$ cat src/hdl/mmr_pkg.sv
// shared constants and carriers for the midi receive interpreter
package mmr_pkg;
	localparam int VOICES = 16;
	localparam int CLK_MHZ = 250;
	// loss-of-sensing timeout in ms and its cycle count
	localparam int SENSE_MS = 300;
	localparam int SENSE_CYC = SENSE_MS * 1000 * CLK_MHZ;
	localparam int CLK_PER_QN = 24;
	localparam int BEAT_W = 14;
	localparam logic [7:0] ST_NOTE_OFF = 8'h80;
	localparam logic [7:0] ST_NOTE_ON = 8'h90;
	localparam logic [7:0] ST_SYSEX = 8'hf0;
	localparam logic [7:0] ST_SONG_POS = 8'hf2;
	localparam logic [7:0] ST_SONG_SEL = 8'hf3;
	localparam logic [7:0] ST_TUNE = 8'hf6;
	localparam logic [7:0] ST_EOX = 8'hf7;
	localparam logic [7:0] ST_CLOCK = 8'hf8;
	localparam logic [7:0] ST_START = 8'hfa;
	localparam logic [7:0] ST_CONT = 8'hfb;
	localparam logic [7:0] ST_STOP = 8'hfc;
	localparam logic [7:0] ST_SENSE = 8'hfe;
	localparam logic [7:0] ST_RESET = 8'hff;
	localparam logic [1:0] MODE_OMNI_POLY = 2'h0;
	localparam logic [1:0] MODE_OMNI_MONO = 2'h1;
	localparam logic [1:0] MODE_CHAN_POLY = 2'h2;
	localparam logic [1:0] MODE_CHAN_MONO = 2'h3;
	localparam logic [1:0] RESET_MODE = MODE_OMNI_POLY;
	localparam logic [3:0] RESET_CHAN = 4'h0;
	// one voice event toward the voice engine
	typedef struct packed {
		logic on;
		logic [3:0] voice;
		logic [6:0] note;
		logic [6:0] vel;
	} mmr_voice_ev_t;
	typedef enum logic [3:0] {
		PS_IDLE = 4'b0001,
		PS_DATA1 = 4'b0010,
		PS_DATA2 = 4'b0100,
		PS_SYSEX = 4'b1000
	} mmr_state_t;
endpackage

$ cat src/hdl/mmr_receiver.sv
// midi message interpreter: channel filter, voice assignment, real time
module mmr_receiver import mmr_pkg::*; #(
	parameter int SENSE_CYCLES = SENSE_CYC,
	parameter logic [6:0] MAKER_ID = 7'h5a // arbitrary value
) (
	input wire logic ref_clk,
	input wire logic rst_b,
	input wire logic [7:0] rx_byte,
	input wire logic rx_valid,
	input wire logic [1:0] cfg_mode,
	input wire logic cfg_mode_load,
	input wire logic [3:0] cfg_chan,
	input wire logic [VOICES-1:0] kbd_busy,
	output mmr_voice_ev_t voice_ev,
	output logic voice_ev_valid,
	output logic all_notes_off,
	output logic [1:0] rx_mode,
	output logic [3:0] rx_chan,
	output logic playing,
	output logic [4:0] tick_in_qn,
	output logic [BEAT_W-1:0] song_beat_pointer,
	output logic [6:0] song_number,
	output logic song_select,
	output logic autotune_start,
	output logic sysex_data_valid,
	output logic [6:0] sysex_data,
	output logic sysex_done
);
	// the watchdog compare needs at least two counts to tell idle from loss
	if (SENSE_CYCLES < 2) begin : g_bad_sense
		$error("SENSE_CYCLES too small");
	end
	logic [1:0] rst_sync;
	logic rst_n;
	// two-stage reset release
	always_ff @(posedge ref_clk or negedge rst_b) begin
		if (!rst_b)
			rst_sync <= 2'h0;
		else
			rst_sync <= {rst_sync[0], 1'h1};
	end
	assign rst_n = rst_sync[1];

	mmr_state_t st;
	logic [7:0] status;
	logic [6:0] d1;
	logic sysex_ours;
	logic sysex_first;
	logic is_rt, is_status;
	logic sys_reset;
	logic [VOICES-1:0] busy;
	logic [6:0] vnote [VOICES];
	logic sense_seen;
	logic [31:0] sense_cnt;
	logic [4:0] next_tick;
	assign is_status = rx_valid && rx_byte[7];
	assign is_rt = is_status && rx_byte[7:3] == 5'h1f;
	assign sys_reset = rx_valid && rx_byte == ST_RESET;

	// message parser; real-time bytes pass through without disturbing it
	always_ff @(posedge ref_clk or negedge rst_n) begin
		if (!rst_n) begin
			st <= PS_IDLE;
			status <= 8'h00;
			d1 <= 7'h00;
			sysex_ours <= 1'h0;
			sysex_first <= 1'h0;
		end else if (rx_valid && !is_rt) begin
			if (rx_byte[7]) begin
				status <= rx_byte;
				sysex_first <= rx_byte == ST_SYSEX;
				sysex_ours <= 1'h0;
				unique case (1'b1)
					rx_byte == ST_SYSEX: st <= PS_SYSEX;
					rx_byte == ST_SONG_POS, rx_byte == ST_SONG_SEL,
					rx_byte[7:4] != 4'hf: st <= PS_DATA1;
					default: st <= PS_IDLE;
				endcase
			end else begin
				unique case (st)
					PS_IDLE: st <= PS_IDLE;
					PS_DATA1: begin
						d1 <= rx_byte[6:0];
						if (status == ST_SONG_SEL || status[7:5] == 3'h6)
							st <= PS_DATA1;
						else
							st <= PS_DATA2;
					end
					PS_DATA2: st <= PS_DATA1; // running status
					PS_SYSEX: begin
						sysex_first <= 1'h0;
						if (sysex_first)
							sysex_ours <= rx_byte[6:0] == MAKER_ID;
					end
				endcase
			end
		end
	end

	// mode and channel; reset to factory defaults
	always_ff @(posedge ref_clk or negedge rst_n) begin
		if (!rst_n) begin
			rx_mode <= RESET_MODE;
			rx_chan <= RESET_CHAN;
		end else if (sys_reset) begin
			rx_mode <= RESET_MODE;
			rx_chan <= RESET_CHAN;
		end else if (cfg_mode_load) begin
			rx_mode <= cfg_mode;
			rx_chan <= cfg_chan;
		end
	end

	// decoded note message
	logic note_msg, chan_ok, key_on, key_off, omni, mono;
	logic [6:0] vel;
	logic [3:0] mchan;
	assign mchan = status[3:0];
	assign vel = rx_byte[6:0];
	assign omni = rx_mode == MODE_OMNI_POLY || rx_mode == MODE_OMNI_MONO;
	assign mono = rx_mode[0];
	assign chan_ok = omni || mchan == rx_chan;
	assign note_msg = rx_valid && !rx_byte[7] && st == PS_DATA2 && chan_ok
		&& (status[7:4] == ST_NOTE_ON[7:4] || status[7:4] == ST_NOTE_OFF[7:4]);
	assign key_on = note_msg && status[7:4] == ST_NOTE_ON[7:4] && vel != 7'h00;
	assign key_off = note_msg && !key_on;

	// voice choice: first free voice for poly, fixed voice for mono
	logic [3:0] free_v, hit_v, tgt_v;
	logic free_ok, hit_ok;
	always_comb begin
		free_v = 4'h0;
		free_ok = 1'h0;
		hit_v = 4'h0;
		hit_ok = 1'h0;
		for (int i = VOICES - 1; i >= 0; i--) begin
			if (!busy[i] && !kbd_busy[i]) begin
				free_v = 4'(i);
				free_ok = 1'h1;
			end
			if (busy[i] && vnote[i] == d1 && (rx_mode != MODE_CHAN_MONO
				|| 4'(i) == mchan)) begin
				hit_v = 4'(i);
				hit_ok = 1'h1;
			end
		end
	end
	always_comb begin
		unique case (rx_mode)
			MODE_CHAN_MONO: tgt_v = mchan;
			MODE_OMNI_MONO: tgt_v = 4'h0;
			default: tgt_v = free_v;
		endcase
	end

	// voice table and events; sensing loss or reset silences all
	logic kill;
	logic fire_on;
	assign fire_on = key_on && (mono || free_ok);
	always_ff @(posedge ref_clk or negedge rst_n) begin
		if (!rst_n) begin
			busy <= '0;
			voice_ev <= '0;
			voice_ev_valid <= 1'h0;
			all_notes_off <= 1'h0;
		end else begin
			voice_ev_valid <= 1'h0;
			all_notes_off <= kill;
			if (kill) begin
				busy <= '0;
			end else if (fire_on) begin
				busy[tgt_v] <= 1'h1;
				voice_ev <= '{1'h1, tgt_v, d1, vel};
				voice_ev_valid <= 1'h1;
			end else if (key_off && hit_ok) begin
				busy[hit_v] <= 1'h0;
				voice_ev <= '{1'h0, hit_v, d1, 7'h00};
				voice_ev_valid <= 1'h1;
			end
		end
	end
	always_ff @(posedge ref_clk) begin
		if (fire_on && !kill)
			vnote[tgt_v] <= d1;
	end

	// active sensing watchdog, restarted by any byte
	always_ff @(posedge ref_clk or negedge rst_n) begin
		if (!rst_n) begin
			sense_seen <= 1'h0;
			sense_cnt <= '0;
		end else if (rx_valid) begin
			sense_cnt <= '0;
			if (rx_byte == ST_SENSE)
				sense_seen <= 1'h1;
			else if (sys_reset)
				sense_seen <= 1'h0;
		end else if (sense_seen) begin
			if (sense_cnt == 32'(SENSE_CYCLES - 1)) begin
				sense_seen <= 1'h0;
				sense_cnt <= '0;
			end else
				sense_cnt <= sense_cnt + 32'h1;
		end
	end
	assign kill = sys_reset || (sense_seen && !rx_valid
		&& sense_cnt == 32'(SENSE_CYCLES - 1));

	// transport: start, stop, continue, clock
	assign next_tick = (tick_in_qn == 5'(CLK_PER_QN - 1)) ? 5'h0
		: tick_in_qn + 5'h1;
	always_ff @(posedge ref_clk or negedge rst_n) begin
		if (!rst_n) begin
			playing <= 1'h0;
			tick_in_qn <= 5'h0;
			song_beat_pointer <= '0;
		end else if (rx_valid) begin
			unique case (rx_byte)
				ST_START: begin
					playing <= 1'h1;
					tick_in_qn <= 5'h0;
					song_beat_pointer <= '0;
				end
				ST_STOP: playing <= 1'h0;
				ST_CONT: playing <= 1'h1;
				ST_RESET: begin
					playing <= 1'h0;
					tick_in_qn <= 5'h0;
					song_beat_pointer <= '0;
				end
				ST_CLOCK: if (playing) begin
					tick_in_qn <= next_tick;
					// one beat is six clocks; pointer wraps at 16384
					if (tick_in_qn == 5'h5 || tick_in_qn == 5'hb
						|| tick_in_qn == 5'h11 || tick_in_qn == 5'h17)
						song_beat_pointer <= song_beat_pointer + 1'b1;
				end
				default: ; // song position is deliberately dropped
			endcase
		end
	end

	// system common and exclusive strobes
	always_ff @(posedge ref_clk or negedge rst_n) begin
		if (!rst_n) begin
			song_number <= 7'h00;
			song_select <= 1'h0;
			autotune_start <= 1'h0;
			sysex_data_valid <= 1'h0;
			sysex_data <= 7'h00;
			sysex_done <= 1'h0;
		end else begin
			song_select <= 1'h0;
			autotune_start <= rx_valid && rx_byte == ST_TUNE;
			sysex_data_valid <= rx_valid && !rx_byte[7] && st == PS_SYSEX
				&& sysex_ours && !sysex_first;
			sysex_done <= rx_valid && rx_byte == ST_EOX
				&& st == PS_SYSEX && sysex_ours;
			if (rx_valid && !rx_byte[7])
				sysex_data <= rx_byte[6:0];
			if (rx_valid && !rx_byte[7] && st == PS_DATA1
				&& status == ST_SONG_SEL) begin
				song_number <= rx_byte[6:0];
				song_select <= 1'h1;
			end
		end
	end
endmodule // mmr_receiver

$ cat config.mk
export PLATFORM = sky130hd
export DESIGN_NAME = mmr_receiver
export DESIGN_NICKNAME = d
export VERILOG_FILES = /design/src/hdl/mmr_pkg.sv /design/src/hdl/mmr_receiver.sv
export SDC_FILE = /design/constraint.sdc
export NUM_CORES = 1
export LEC_CHECK = 0
export BUFFER_PORTS_ARGS = -buffer_cell sky130_fd_sc_hd__buf_2
export CAP_MARGIN = 0
export CELL_PAD_IN_SITES_DETAIL_PLACEMENT = 1
export CELL_PAD_IN_SITES_GLOBAL_PLACEMENT = 1
export CORE_MARGIN = 2
export CORE_UTILIZATION = 25
export DETAILED_ROUTE_END_ITERATION = 16
export PLACE_DENSITY = 0.57
export SYNTH_ARGS = -nofsm -noshare
export SYNTH_HDL_FRONTEND = slang
export SYNTH_SLANG_ARGS = --single-unit
$ cat constraint.sdc
create_clock -name ref_clk -period 6.1 [get_ports ref_clk]
set_input_delay 0 -clock ref_clk [delete_from_list [all_inputs] [get_ports ref_clk]]
set_output_delay 0 -clock ref_clk [all_outputs]
set_load 0.05 [all_outputs]
# == Yosys cells after proc, flatten, opt, wreduce, memory -nomap -nowiden ==
# Memory sizes are Yosys's and may differ from the RTL's.
# Cells that the tools add are included.
# word_totals
ff_bits,137
word_cells,375
in_bits,34
out_inout_bits,65
mem_bits_rw,112
mem_count,1
# mem_list
memory,depth,width,rd,rd_ports_with_merged_regs,write_ports,line_no,rtl
vnote,16,7,16,0,1,mmr_receiver.sv:52,logic [6:0] vnote [VOICES];
# classes
add_sub_neg,3
n_bitwise,5
n_reduce_logical,163
mux,108
eq_ne,65
order_cmp,4
# ops
operator,count
$mux W4,35
$eq A7 B7 Y1,16
$eq A8 B8 Y1 const B,12
$mux W32,3
$logic_and A1 B1 Y1,75
$mux W1,50
$mux W16,3
$logic_not A1 Y1,38
$mux W19,2
$add A32 B1 Y32 const B,1
$eq A32 B27 Y1 const B,1
$eq A4 B4 Y1 const A,8
$mux W14,2
$pmux W14 S2,1
$logic_or A1 B1 Y1,25
$and A16 B16 Y16,1
$eq A3 B4 Y1 const A,4
$not A16 Y16,1
$or A16 B16 Y16,1
$pmux W4 S2,2
$eq A5 B5 Y1 const B,3
$add A14 B1 Y14 const B,1
$reduce_bool A2 Y1,7
$eq A4 B4 Y1 const B,3
other kinds (36),53

# == Logic depth before layout (Yosys ltp) ==
# Gate-level depths: netlist of the first run.
# An unclocked memory read counts as a cell.
# depth
ltp_word,29
mapped_depth,11
ltp_nobuf,10

# == Least setup slack after synthesis of the first run ==
# No wires, ideal clock.
# synth_path
path_type,flip-flop to flip-flop
startpoint,register rx_mode[0]
endpoint,"memory vnote[12][0], enable pin"
arrival_ns,2.497
path_stages_with_launch,7
path_slack_ns,3.221
path_cell_list,dfrtp_1 o21bai_1 nor3_1 nand2_1 o21ai_1 nand3_1 nor3_1
# synth_between
elab_chain_len,11
word_cells_on_any_way,15
cone_classes,eq/ne: 2; mux: 3; reduce/logical: 10
# synth_lines
element,line_no,rtl
from (decl),mmr_receiver.sv:17,"output logic [1:0] rx_mode,"
from (signal assigned),mmr_receiver.sv:109,rx_mode <= cfg_mode;
$eq A2 B1 Y1 / $logic_not A2 Y1 (equally long branches),"mmr_receiver.sv:120, mmr_receiver.sv:149",
$logic_or A1 B1 Y1,mmr_receiver.sv:120,assign omni = rx_mode == MODE_OMNI_POLY || rx_mode == MODE_OMNI_MONO;
$logic_or A1 B1 Y1,mmr_receiver.sv:122,assign chan_ok = omni || mchan == rx_chan;
$logic_and A1 B1 Y1,mmr_receiver.sv:123,assign note_msg = rx_valid && !rx_byte[7] && st == PS_DATA2 && chan_ok
$logic_and A1 B1 Y1,mmr_receiver.sv:124,&& (status[7:4] == ST_NOTE_ON[7:4] || status[7:4] == ST_NOTE_OFF[7:4]);
$logic_and A1 B1 Y1 (2 in a row),mmr_receiver.sv:125,assign key_on = note_msg && status[7:4] == ST_NOTE_ON[7:4] && vel != 7'h00;
$logic_and A1 B1 Y1,mmr_receiver.sv:159,assign fire_on = key_on && (mono || free_ok);
$logic_and A1 B1 Y1,mmr_receiver.sv:183,if (fire_on && !kill)
$mux W1,mmr_receiver.sv:183,
$mux W1 (not written as such),mmr_receiver.sv:184,vnote[tgt_v] <= d1;
to (decl),mmr_receiver.sv:52,
# Parallel ways exist; a longest one is shown, timed or not.

# == Worst setup path after layout of the first run ==
# layout_path
startpoint,register status[1]
endpoint,register busy[4]
# layout_between
elab_chain_len,28
word_cells_on_any_way,108
cone_classes,order compare: 4; eq/ne: 16; mux: 40; bitwise: 3; reduce/logical: 45
# layout_lines
element,line_no,rtl
from (decl),mmr_receiver.sv:45,logic [7:0] status;
from (signal assigned),mmr_receiver.sv:70,status <= rx_byte;
$eq A4 B4 Y1,mmr_receiver.sv:142,|| 4'(i) == mchan)) begin
$logic_or A1 B1 Y1,mmr_receiver.sv:142,
$logic_and A1 B1 Y1,mmr_receiver.sv:141,if (busy[i] && vnote[i] == d1 && (rx_mode != MODE_CHAN_MONO
$mux W4 (16 in a row),mmr_receiver.sv:141,
$lt A4 B5 Y1 (not written as such) / $ge A4 B1 Y1 (equally long branches),mmr_receiver.sv:176,busy[hit_v] <= 1'h0;
$logic_and A1 B1 Y1 (not written as such),mmr_receiver.sv:176,
$mux W1 (not written as such),mmr_receiver.sv:176,
$demux W1 S4,mmr_receiver.sv:176,
$not A16 Y16 (no line),-,
$and A16 B16 Y16 (no line),-,
$mux W16,mmr_receiver.sv:175,end else if (key_off && hit_ok) begin
$mux W16,mmr_receiver.sv:171,end else if (fire_on) begin
$mux W16,mmr_receiver.sv:169,if (kill) begin
to (signal assigned),mmr_receiver.sv:170,busy <= '0;
"to (signal, indexed assignment)",mmr_receiver.sv:172,busy[tgt_v] <= 1'h1;
"to (signal, indexed assignment)",mmr_receiver.sv:176,
to (decl),mmr_receiver.sv:51,logic [VOICES-1:0] busy;
# Parallel ways exist; a longest one is shown, timed or not. The select of a mux whose other input is x is not followed.
# A chain may end at the register's enable or synchronous reset.

==> results by group, run 1 <==
Layout
  • Multi-input gate area: 0.00503 mm2
  • Storage element area: 0.00680 mm2
  • # nets final: 1228
  • # fillers: 5321
  • Layout area overhead: 19.1%
  • Final core occ: 30.2%
  • Share of cells above drive strength 1: 19.3%
  • Diode count: 0

Timing
  • Headroom to the max-slew limit: 10.2%
  • Final Slew Violations: 0
  • Fmax achieved: 249 MHz
  • Final Hold Viols: 0
  • Final setup viols: 0
  • TNS Setup: 0 ps
  • Clock Skew: 14.8 ps
  • Final WS setup: 2080 ps
  • RSZ-0062 raised after global routing: no
  • Worst Max-Slew Pin Slew: 1340 ps
  • Min Tclk post-route: 4020 ps
  • Crit share post-route: 65.9%

Placement
  • Setup WS pre-CTS: 1940 ps
  • HPWL Detailed: 25700 um
  • Port bufs: 98
  • GPL Wtd Cong: 0.858

Global routing
  • Largest net degree at the start of global routing: 58
  • Remaining Overflow, GRT: 0
  • First-pass GRT wire length: 56700 um
  • Vias in the first global route: 9127
  • Total Routing Usage GR: 14.4%
  • Number of antenna violations at the first check in global routing: 1

CTS
  • Post-CTS Setup Bufs: 0
  • CTS tree: done
  • CTS Buf Count: 28
  • Clk root buf: clkbuf_16
  • Sinks on the clock net: 249
  • Clk_lat worst skew: 550 ps
  • CTS max path bufs: 3
  • Clock transition at the registers of the reported paths: 60 ps
  • H-tree depth: 1

Synthesis
  • Mapped Nets: 1105
  • Post-synth EDFFs: 112
  • Mapped Area: 0.0121 mm2
  • Mapped Avg Cell Area: 11.4 um2
  • Yosys reg bits: 249
  • Post-synthesis sequential area ratio: 56.0%
  • Synth warn: 0
  • Synth async-reset ratio: 55.0%
  • Main synth FF type: dfrtp_1
  • Gate Count Post-Synth: 1067
  • Synth unique cells: 79
  • Top post-synthesis cells by area: dfrtp_1 (28%), edfxtp_1 (28%), xnor2_1 (8.4%), o21ai_0 (3.4%), mux2_2 (3.3%)
  • Leading area contributor after synthesis: dfrtp_1
  • Share of Yosys cell area claimed by the top area cell type: 28.1%

Route
  • Initial DRT Pass Iterations: 5
  • Post-DRT Antenna Nets: 0
  • Vias: 8890
  • DR WL/cell: 20.0 um
  • Overall routed net length: 36500 um
  • # DRC: 0
  • Avg Vias per Cell: 4.87
  • Starting DRC count in detailed routing: 619

Floorplanning
  • Die Ht: 224 um
  • Core ar.: 0.0478 mm2
  • Row count: 80
  • Die area: 0.0503 mm2
  • Initial Utilization: 25.3%
  • Ports: 99
  • Die Span X: 224 um

Critical path
  • Worst R2R Path Depth: 8
  • R2R setup slack: 2080 ps
  • Worst r2r src: status[1]
  • Worst path arrival time: 4500 ps
  • Worst Setup Start Kind: flip-flop
  • FF-to-FF End: busy[4]
  • CP Max Fanout: 11
  • Endpoint type of the worst setup path: flip-flop
  • Critical Path RT: 6570 ps
  • WS Path Type: flip-flop to flip-flop

Pwr
  • LEAKAGE: 0.00552 uW
  • Pwr Density: 338 mW/mm2
  • Total power: 4880 uW
  • Peak VDD IR: 0.191 mV

Status
  • Status: finished clean

Job
  • Max-Cap Viols: 0

Worst hold path
  • Worst hold path type: input pin to async pin
[power breakdown]
| group | internal [uW] | switching [uW] | leakage [uW] |
|---|---|---|---|
| logic | 423 | 702 | 0.00224 |
| registers | 1940 | 138 | 0.00283 |
| clock network | 985 | 701 | 0.000450 |
[registers in the layout, indices dropped and copies added (netlist names), 8 cells and up]
register	count
vnote	112
sense_cnt	32
voice_ev	19
busy	16
song_beat_pointer	14
status	8
[how the worst max path moves through the flow]
| stage | startpoint | end | slack, ps | cells past startpoint |
|---|---|---|---|---|
| 6_report | status[1] | busy[4] | 2080 | 8 |
| 5_1_grt | busy[6] | busy[8] | 1730 | 8 |
| 4_1_cts | busy[6] | busy[12] | 1950 | 8 |
| 3_5_place_dp | busy[6] | busy[12] | 1940 | 8 |
| 3_3_place_gp | busy[6] | busy[8] | 1890 | 8 |
| 2_1_floorplan | rst_sync[1] | all_notes_off | 2000 | 0 |
[final cells by class]
type | instances | share of cell area, %
Timing Repair Buffer | 141 | 6.03
Clock buffer | 35 | 5.39
Tap cell | 615 | 5.33
Sequential cell | 249 | 47.1
Inverter | 14 | 0.364
Multi-Input combinational cell | 756 | 34.8
Clock inverter | 17 | 0.953
[cells in the final DEF (no fill, tap or decap), types with 11 or more instances in the layout]
master	Yosys	routed
inv_1	13	13
nor2_1	73	73
nand4_1	40	40
o31ai_1	19	19
nor3_1	32	32
xnor2_1	116	116
mux2_2	36	36
and3_1	11	11
dlygate4sd3_1	0	24
nand2b_1	19	19
buf_4	16	18
a31oi_1	20	20
a21oi_1	42	42
nand2_1	72	72
nor2b_1	13	13
o21ai_0	82	82
buf_2	5	99
nand3_1	21	21
edfxtp_1	112	112
clkbuf_16	0	29
dfrtp_1	136	135
[what timing repair did]
| action | in CTS | in global routing |
|---|---|---|
| resized for setup | 0 | 0 |
| endpoints found under the setup margin | 0 | 0 |
| hold buffers | 24 | 0 |
| hold endpoints to repair | 46 | 0 |
[metrics by stage]
| step | instances | hold WS, ps | cell area, um2 |
|---|---|---|---|
| 3_5_place_dp | 1750 | -212 | 13300 |
| 2_1_floorplan | 1067 | -296 | 12100 |
| 5_1_grt | 1827 | 305 | 14400 |
| 3_3_place_gp | 1750 | -214 | 13300 |
| 4_1_cts | 1826 | 284 | 14400 |
| 6_report | 1827 | 309 | 14400 |
[routing by layer]
layer  share of wire [%]  global-route usage (%)
met4                 2.1                    3.82
met1                  48                    20.2
met5               0.036                       0
met3                 4.0                    2.30
met2                  46                    23.2
[kinds of logic after synthesis]
kind of cell    after synthesis  share of synthesized area [%]
fa+ha+maj                     4                          0.413
simple gates                355                           15.8
mux                          45                           4.09
buf+inv                      62                           2.53
flops                       249                           56.0
other cells                   1                         0.0309
xor+xnor                    126                           9.10
compound gates              225                           12.0
[worst max-delay path, stage by stage (launching register included)]
cell and delay [ps]:
dfrtp_1 550, xor2_1 250, o41ai_2 500, nand4b_1 280
a311oi_2 530, nand3b_1 350, nor3_1 1100, o21ai_0 180
a31oi_1 200
[Yosys cell counts, types with 4 or more instances]
master	n
o22ai_1	9
nor3b_1	5
a22oi_1	9
nor2b_1	13
or2_2	7
xor2_1	10
o31ai_1	19
nand2b_1	19
ha_1	4
xnor2_1	116
dfrtp_1	136
edfxtp_1	112
buf_2	5
and4_1	6
inv_1	13
and3_1	11
a31oi_1	20
nor4b_1	8
a22o_1	5
clkbuf_1	23
mux2i_1	9
o41ai_1	4
mux2_2	36
nor3_1	32
nand4_1	40
nand2_1	72
nor4_1	8
nand3_1	21
or3_1	10
nor2_1	73
a21o_1	4
o21ai_0	82
and2_1	7
a21oi_1	42
buf_4	16
Power figures use the tool's default switching activity.
==> run 2, diff against run 1 <==
ABC_AREA = 1   (was default)
PLACE_DENSITY = 0.6   (was 0.57)
clock period = 3.5 ns   (was 6.1 ns; I/O delays follow)
==> results by group, run 2 <==
Status
  • Status: finished clean

Critical path
  • Buf/Inv on CP: 1 (+1)
  • Crit path largest cell delay: 390 ps (-710 ps)
  • Crit-path cells: buf_4 -> nor2_1 -> nand3b_1 -> nor3_1 -> nand2_1 -> or2_2 -> nand2_1 -> nand2_1 -> nand2_1 -> nand2_1 -> nand2_1 -> nand2_1 -> nand2_1 -> nand2_1 -> nand2_1 -> nand2_1 -> nand2_1 -> nand3_1 -> nand2_1 -> nand2_1
  • WS Path Type: flip-flop to flip-flop
  • Critical Path RT: 3970 ps (-2600 ps)
  • CP Max Fanout: 16 (+5)
  • Cell family with most CP delay: simple AND/OR/NAND/NOR gates
  • Endpoint type of the worst setup path: flip-flop
  • Worst path arrival time: 3660 ps (-840 ps)
  • Slowest cell on the critical path: nor3_1
  • Crit path from: d1[3]
  • Worst r2r src: d1[3]
  • Worst Setup Start Kind: flip-flop
  • Cell mode on critical path: nand2_1

Pwr
  • Peak VDD IR: 0.360 mV (+89%)
  • LEAKAGE: 0.00663 uW (+20%)
  • Reg power frac: 39.3% (-3.2 points)
  • Total power: 9060 uW (+86%)
  • Combinational power share: 27.5% (+4.5 points)
  • Clk pwr share: 33.2% (-1.3 points)
  • Internal cell power: 5890 uW (+76%)
  • Switch Pwr: 3170 uW (+110%)
  • Switching Share: 35.0% (+3.4 points)
  • Pwr Density: 592 mW/mm2 (+75%)

Floorplanning
  • Initial Utilization: 25.2% (-0.17 points)
  • Row count: 82 (+2.5%)
  • Ports: 99 (unchanged)
  • Die Ht: 228 um (+1.7%)
  • Die Span X: 228 um (+1.7%)
  • Core ar.: 0.0499 mm2 (+4.2%)
  • Die area: 0.0520 mm2 (+3.4%)

Layout
  • Biggest register: vnote
  • Layout area overhead: 21.9%
  • Diode count: 0 (unchanged)
  • Commonest cells after routing, fill and taps aside: nand2_1 (310), inv_1 (206), nor2_1 (145)
  • Most common cell after layout, fill and taps aside: nand2_1
  • Largest registers: vnote: 112 flops, sense_cnt: 32 flops, voice_ev: 19 flops
  • Largest register FFs: 112 (unchanged)
  • Share of cells above drive strength 1: 13.5% (-5.8 points)
  • # nets final: 1641 (+34%)

Synthesis
  • Share of Yosys cell area claimed by the top area cell type: 27.1% (-0.95 points)
  • Post-Synth Adder-Cell Area: 0.399% (-0.014 points)
  • Most numerous cell in the Yosys netlist: nand2_1
  • Leading area contributor after synthesis: dfrtp_1
  • Largest family of logic cells by synthesized area: simple AND/OR/NAND/NOR gates
  • Synth Area in Simple Gates: 23.2% (+7.3 points)
  • Synth async-reset ratio: 55.0% (unchanged)
  • Mapped Area: 0.0125 mm2 (+3.5%)
  • Mapped Nets: 1477 (+34%)
  • Mapped Avg Cell Area: 8.72 um2 (-23%)
  • XOR/XNOR share of the synthesized area: 3.42% (-5.7 points)
  • Synth unique cells: 51 (-35%)
  • Synth Area in Compound Gates: 11.0% (-0.96 points)
  • Mux cell area share after synthesis: 0% (-4.1 points)
  • Gate Count Post-Synth: 1439 (+35%)
  • Top post-synthesis cells by area: dfrtp_1 (27%), edfxtp_1 (27%), nand2_1 (9.3%), inv_1 (6.2%), nor2_1 (4.4%)
  • Synth warn: 0 (unchanged)
  • Yosys reg bits: 249 (unchanged)
  • Post-synth EDFFs: 112 (unchanged)
  • Main synth FF type: dfrtp_1
  • Post-synthesis sequential area ratio: 54.1% (-1.9 points)
  • Synth top cells by count: nand2_1 (310), inv_1 (206), nor2_1 (146)

Route
  • Overall routed net length: 41100 um (+13%)
  • Post-DRT Antenna Nets: 0 (unchanged)
  • # DRC: 0 (unchanged)
  • DR WL/cell: 17.9 um (-10%)
  • Initial DRT Pass Iterations: 4 (-1)
  • Vias: 10700 (+20%)
  • Avg Vias per Cell: 4.64 (-4.6%)
  • Starting DRC count in detailed routing: 541 (-13%)

CTS
  • CTS max path bufs: 3 (unchanged)
  • Clk_lat worst skew: 590 ps (+40 ps)
  • Clk root buf: clkbuf_16
  • Post-CTS Setup Bufs: 0 (unchanged)
  • CTS Buf Count: 30 (+7.1%)
  • H-tree depth: 1 (unchanged)
  • CTS tree: done
  • Clock transition at the registers of the reported paths: 60 ps (about the same)
  • Sinks on the clock net: 249 (unchanged)

Global routing
  • Remaining Overflow, GRT: 0 (unchanged)
  • Total Routing Usage GR: 15.8% (+1.3 points)
  • Largest net degree at the start of global routing: 73 (+26%)
  • First-pass GRT wire length: 65500 um (+15%)
  • Vias in the first global route: 11400 (+25%)
  • Number of antenna violations at the first check in global routing: 1 (unchanged)

Job
  • Max-Cap Viols: 0 (unchanged)

Placement
  • Port bufs: 98 (unchanged)
  • GPL Wtd Cong: 0.852 (-0.70%)
  • HPWL Detailed: 30100 um (+17%)

Timing
  • Fmax achieved: 314 MHz (+26%)
  • Final setup viols: 0 (unchanged)
  • TNS Setup: 0 ps (unchanged)
  • Clock Skew: 18.9 ps (+4.06 ps)
  • Final Slew Violations: 0 (unchanged)
  • Final Hold Viols: 0 (unchanged)
  • Headroom to the max-slew limit: 38.4% (+28 points)
  • RSZ-0062 raised after global routing: no
  • Min Tclk post-route: 3190 ps (-833 ps)
  • Crit share post-route: 91.1% (+25 points)
  • Worst Max-Slew Pin Slew: 924 ps (-413 ps)

Worst hold path
  • Worst hold start: kbd_busy[1]
  • Worst hold path type: input pin to flip-flop
-- run 2: cell types whose count changed after synthesis, moves of 13 or more --
cell	delta
nand2_1	+238
nor2b_1	-13
inv_1	+193
nand2b_1	-19
o31ai_1	-19
xor2_1	+18
mux2_2	-36
xnor2_1	-95
nand3_1	+37
o21ai_0	+22
o22ai_1	+15
a21oi_1	+16
nor2_1	+73
-- run 2: what timing repair did --
action	CTS	global route
gates resized for setup	0	1
endpoints found under the setup margin	0	7
hold endpoints to repair	59	0
hold buffers	29	0
-- run 2: cell families (layout without fill, tap and decap cells) --
kind of cell	after synthesis	count (layout)
other	1	1
adders and majority gates	4	4
buffers and inverters	244	430
and+or+nand+nor	650	650
xor gates and xnor gates	49	49
DFF	249	249
AOI/OAI and AO/OA	242	242
-- run 2: area by class of cell --
cell class / count / area [um2]
repair buffers: 166 / 1150
clock inverters: 13 / 113
well taps: 672 / 841
inverters: 210 / 788
flip-flops and latches: 249 / 6800
clock buffers: 41 / 832
fillers: 5975 / 34600
multi-input cells: 946 / 4780
-- run 2: metal layers --
metal	wire length (um)	GRT usage [%]
met2	20100	27.7
met3	1380	2.26
met1	18800	20.5
met5	0	0
met4	871	3.68
-- run 2: path summary, 6_finish.rpt --
check	to	slack, ps	cells after the start
min in group asynchronous	rst_sync[1]	260	3
worst min-delay path	voice_ev[14]	120	8
worst max register to register	busy[8]	310	20
worst min register to register	sense_cnt[28]	350	0
max in group asynchronous	busy[4]	2300	1
worst max-delay path	busy[8]	310	20
-- run 2: per-stage QoR --
stage          util (%)  worst slack [ps]  instance area, um2  hold WS, ps  std cells
2_1_floorplan         -               880               12500         -296       1439
6_report           30.7               312               15300          119       2297
3_3_place_gp       28.2               327               14100         -212       2214
5_1_grt            30.7              14.6               15300          210       2297
4_1_cts            30.7               170               15300          110       2297
3_5_place_dp       28.2               202               14100         -213       2214
-- run 2: power by group through the flow --
stage                     sequential, uW  combinational, uW  clock, uW
after floorplan                     3950               1150          0
after global placement              3610               2430          0
after detailed placement            3620               2470          0
after CTS                           3570               2520       3110
after global routing                3590               2720       3210
final                               3570               2490       3010
-- run 2: worst reg2reg max path, stage by stage (launching register included) --
cell and delay, ps:
dfrtp_1 370, buf_4 280, nor2_1 80, nand3b_1 150, nor3_1 390, nand2_1 120
or2_2 290, nand2_1 70, nand2_1 40, nand2_1 100, nand2_1 60, nand2_1 60
nand2_1 50, nand2_1 70, nand2_1 140, nand2_1 180, nand2_1 150, nand2_1 170
nand3_1 140, nand2_1 100, nand2_1 50
==> run 3, diff against run 2 <==
CORE_UTILIZATION = 35   (was 25)
PLACE_DENSITY = 0.74   (was 0.6)
clock period = 3.15 ns   (was 3.5 ns; I/O delays follow)
==> results by group, run 3 (same netlist as run 2, synthesis figures left out) <==
Status
  • Status: finished clean

Layout
  • Final core occ: 43.0% (+12 points)
  • Biggest register: vnote
  • # fillers: 4226 (-29%)
  • Most common cell after layout, fill and taps aside: nand2_1
  • Layout area overhead: 21.2%
  • Multi-input gate area: 0.00481 mm2 (+0.60%)
  • Diode count: 0 (unchanged)
  • Share of cells above drive strength 1: 15.4% (+1.9 points)
  • Commonest cells after routing, fill and taps aside: nand2_1 (308), inv_1 (202), nor2_1 (141)
  • # nets final: 1659 (+1.1%)
  • Largest register FFs: 112 (unchanged)
  • Largest registers: vnote: 112 flops, sense_cnt: 32 flops, voice_ev: 19 flops
  • Storage element area: 0.00680 mm2 (about the same)

CTS
  • Clk root buf: clkbuf_16
  • Clock transition at the registers of the reported paths: 60 ps (about the same)
  • Sinks on the clock net: 249 (unchanged)
  • H-tree depth: 1 (unchanged)
  • CTS max path bufs: 3 (unchanged)
  • CTS tree: done
  • CTS Buf Count: 28 (-6.7%)
  • Clk_lat worst skew: 570 ps (-20 ps)

Timing
  • Final Hold Viols: 0 (unchanged)
  • Fmax achieved: 339 MHz (+8.0%)
  • Worst Max-Slew Pin Slew: 775 ps (-149 ps)
  • Headroom to the max-slew limit: 48.3% (+9.9 points)
  • Min Tclk post-route: 2950 ps (-236 ps)
  • Crit share post-route: 93.7% (+2.6 points)
  • Final Slew Violations: 0 (unchanged)
  • Final setup viols: 0 (unchanged)
  • Final WS setup: 197 ps (-114 ps)
  • Clock Skew: 16.8 ps (-2.08 ps)
  • Hold_ws: 301 ps (+182 ps)

Floorplanning
  • Die Span X: 193 um (-15%)
  • Initial Utilization: 35.5% (+10 points)
  • Die Ht: 193 um (-15%)
  • Core ar.: 0.0354 mm2 (-29%)
  • Ports: 99 (unchanged)
  • Row count: 69 (-16%)
  • Die area: 0.0374 mm2 (-28%)

Placement
  • GPL Wtd Cong: 0.859 (+0.83%)
  • Setup WS pre-CTS: 56.2 ps (-146 ps)
  • Port bufs: 98 (unchanged)
  • HPWL Detailed: 29600 um (-1.8%)

Pwr
  • Internal cell power: 6520 uW (+11%)
  • Switch Pwr: 3540 uW (+12%)
  • Pwr Density: 661 mW/mm2 (+12%)
  • Peak VDD IR: 0.496 mV (+38%)
  • LEAKAGE: 0.00670 uW (+1.0%)
  • Clk pwr share: 32.6% (-0.6 points)
  • Reg power frac: 39.5% (+0.2 points)
  • Combinational power share: 27.8% (+0.3 points)
  • Switching Share: 35.2% (+0.20 points)

Route
  • DR WL/cell: 19.6 um (+9.6%)
  • Starting DRC count in detailed routing: 723 (+34%)
  • # DRC: 0 (unchanged)
  • Avg Vias per Cell: 5.25 (+13%)
  • Post-DRT Antenna Nets: 0 (unchanged)
  • Overall routed net length: 41300 um (+0.42%)
  • Initial DRT Pass Iterations: 4 (unchanged)
  • Vias: 11100 (+3.7%)

Worst hold path
  • Worst hold path type: input pin to flip-flop

Critical path
  • CP Max Fanout: 8 (-8)
  • Endpoint type of the worst setup path: flip-flop
  • Critical Path RT: 3600 ps (-370 ps)
  • Cell family with most CP delay: simple AND/OR/NAND/NOR gates
  • Buf/Inv on CP: 4 (+3)
  • Slowest cell on the critical path: dfrtp_1
  • Crit path largest cell delay: 490 ps (+100 ps)
  • Crit-path cells: or2_2 -> o21ai_0 -> nand3_1 -> nor2_1 -> inv_1 -> nand2_1 -> inv_1 -> nand2_1 -> nor2_2 -> nand3_1 -> a21oi_4 -> buf_4 -> inv_1 -> nand2_1 -> a21boi_0
  • WS Path Type: flip-flop to flip-flop
  • Worst path arrival time: 3400 ps (-260 ps)
  • Worst Setup Start Kind: flip-flop

Global routing
  • Vias in the first global route: 12000 (+4.8%)
  • Total Routing Usage GR: 21.8% (+6.0 points)
  • Number of antenna violations at the first check in global routing: 1 (unchanged)
  • Largest net degree at the start of global routing: 80 (+9.6%)
  • Remaining Overflow, GRT: 0 (unchanged)
  • First-pass GRT wire length: 65600 um (+0.14%)

Job
  • Max-Cap Viols: 0 (unchanged)
run 3: changes by cell type in the layout (fill, tap and decap cells not counted), sizes merged:
| cell | delta |
|---|---|
| inv | -2 |
| clkinvlp | +2 |
| clkbuf | -1 |
| bufinv | +1 |
| buf | +20 |
| clkinv | -1 |
| dlygate4sd3 | -1 |
run 3: power by group through the flow:
stage | clock network, uW | logic, uW | registers [uW]
after floorplan | 0 | 1280 | 4390
after global placement | 0 | 2540 | 4000
after detailed placement | 0 | 2640 | 4020
after CTS | 3330 | 2700 | 3960
after global routing | 3460 | 3030 | 4000
final | 3280 | 2800 | 3980
run 3: path summary, 6_finish.rpt:
kind	depth (start not counted)	start	slack (ps)	end
setup / recovery	15	status[0]	200	busy[6]
hold / removal	10	kbd_busy[2]	300	voice_ev[14]
setup reg to reg	15	status[0]	200	busy[6]
hold reg to reg	1	rst_sync[1]	340	autotune_start
max in group asynchronous	1	rst_sync[1]	2110	d1[2]
min in group asynchronous	3	rst_b	310	rst_sync[0]
run 3: final cells by class:
cell class                      instances  share of cell area, %
Clock inverter                         13                  0.930
Timing Repair Buffer                  186                   8.57
Multi-Input combinational cell        946                   31.6
Clock buffer                           39                   5.08
Sequential cell                       249                   44.7
Tap cell                              461                   3.79
Inverter                              210                   5.27
run 3: worst reg2reg max path, cell delays in order, from the launching register on:
cell and delay, ps:
dfrtp_1 490, or2_2 390, o21ai_0 290, nand3_1 130, nor2_1 140, inv_1 90
nand2_1 80, inv_1 70, nand2_1 90, nor2_2 60, nand3_1 200, a21oi_4 110
buf_4 150, inv_1 180, nand2_1 110, a21boi_0 240
run 3: per-layer routing:
metal	GRT usage, %	vias to the layer above	wire, um
met5	0	-	0
met4	7.10	0	1230
met3	3.29	79	1770
met2	38.5	275	20800
met1	27.4	5527	17500
li1	-	5169	-
run 3: timing repair:
item | CTS | global route
setup buffers | 0 | 9
hold endpoints to repair | 50 | 0
endpoints found under the setup margin | 0 | 83
resized for setup | 0 | 25
hold buffers | 28 | 0
run 3: per-stage QoR:
step,TNS (ps),std cells,power [uW],instance area [um2]
CTS,0,2095,9990,15100
global route,-50.5,2104,10500,15200
finish,0,2104,10100,15200
global placement,0,2015,6540,13900
floorplan,0,1439,5670,12500
detailed placement,0,2015,6660,13900
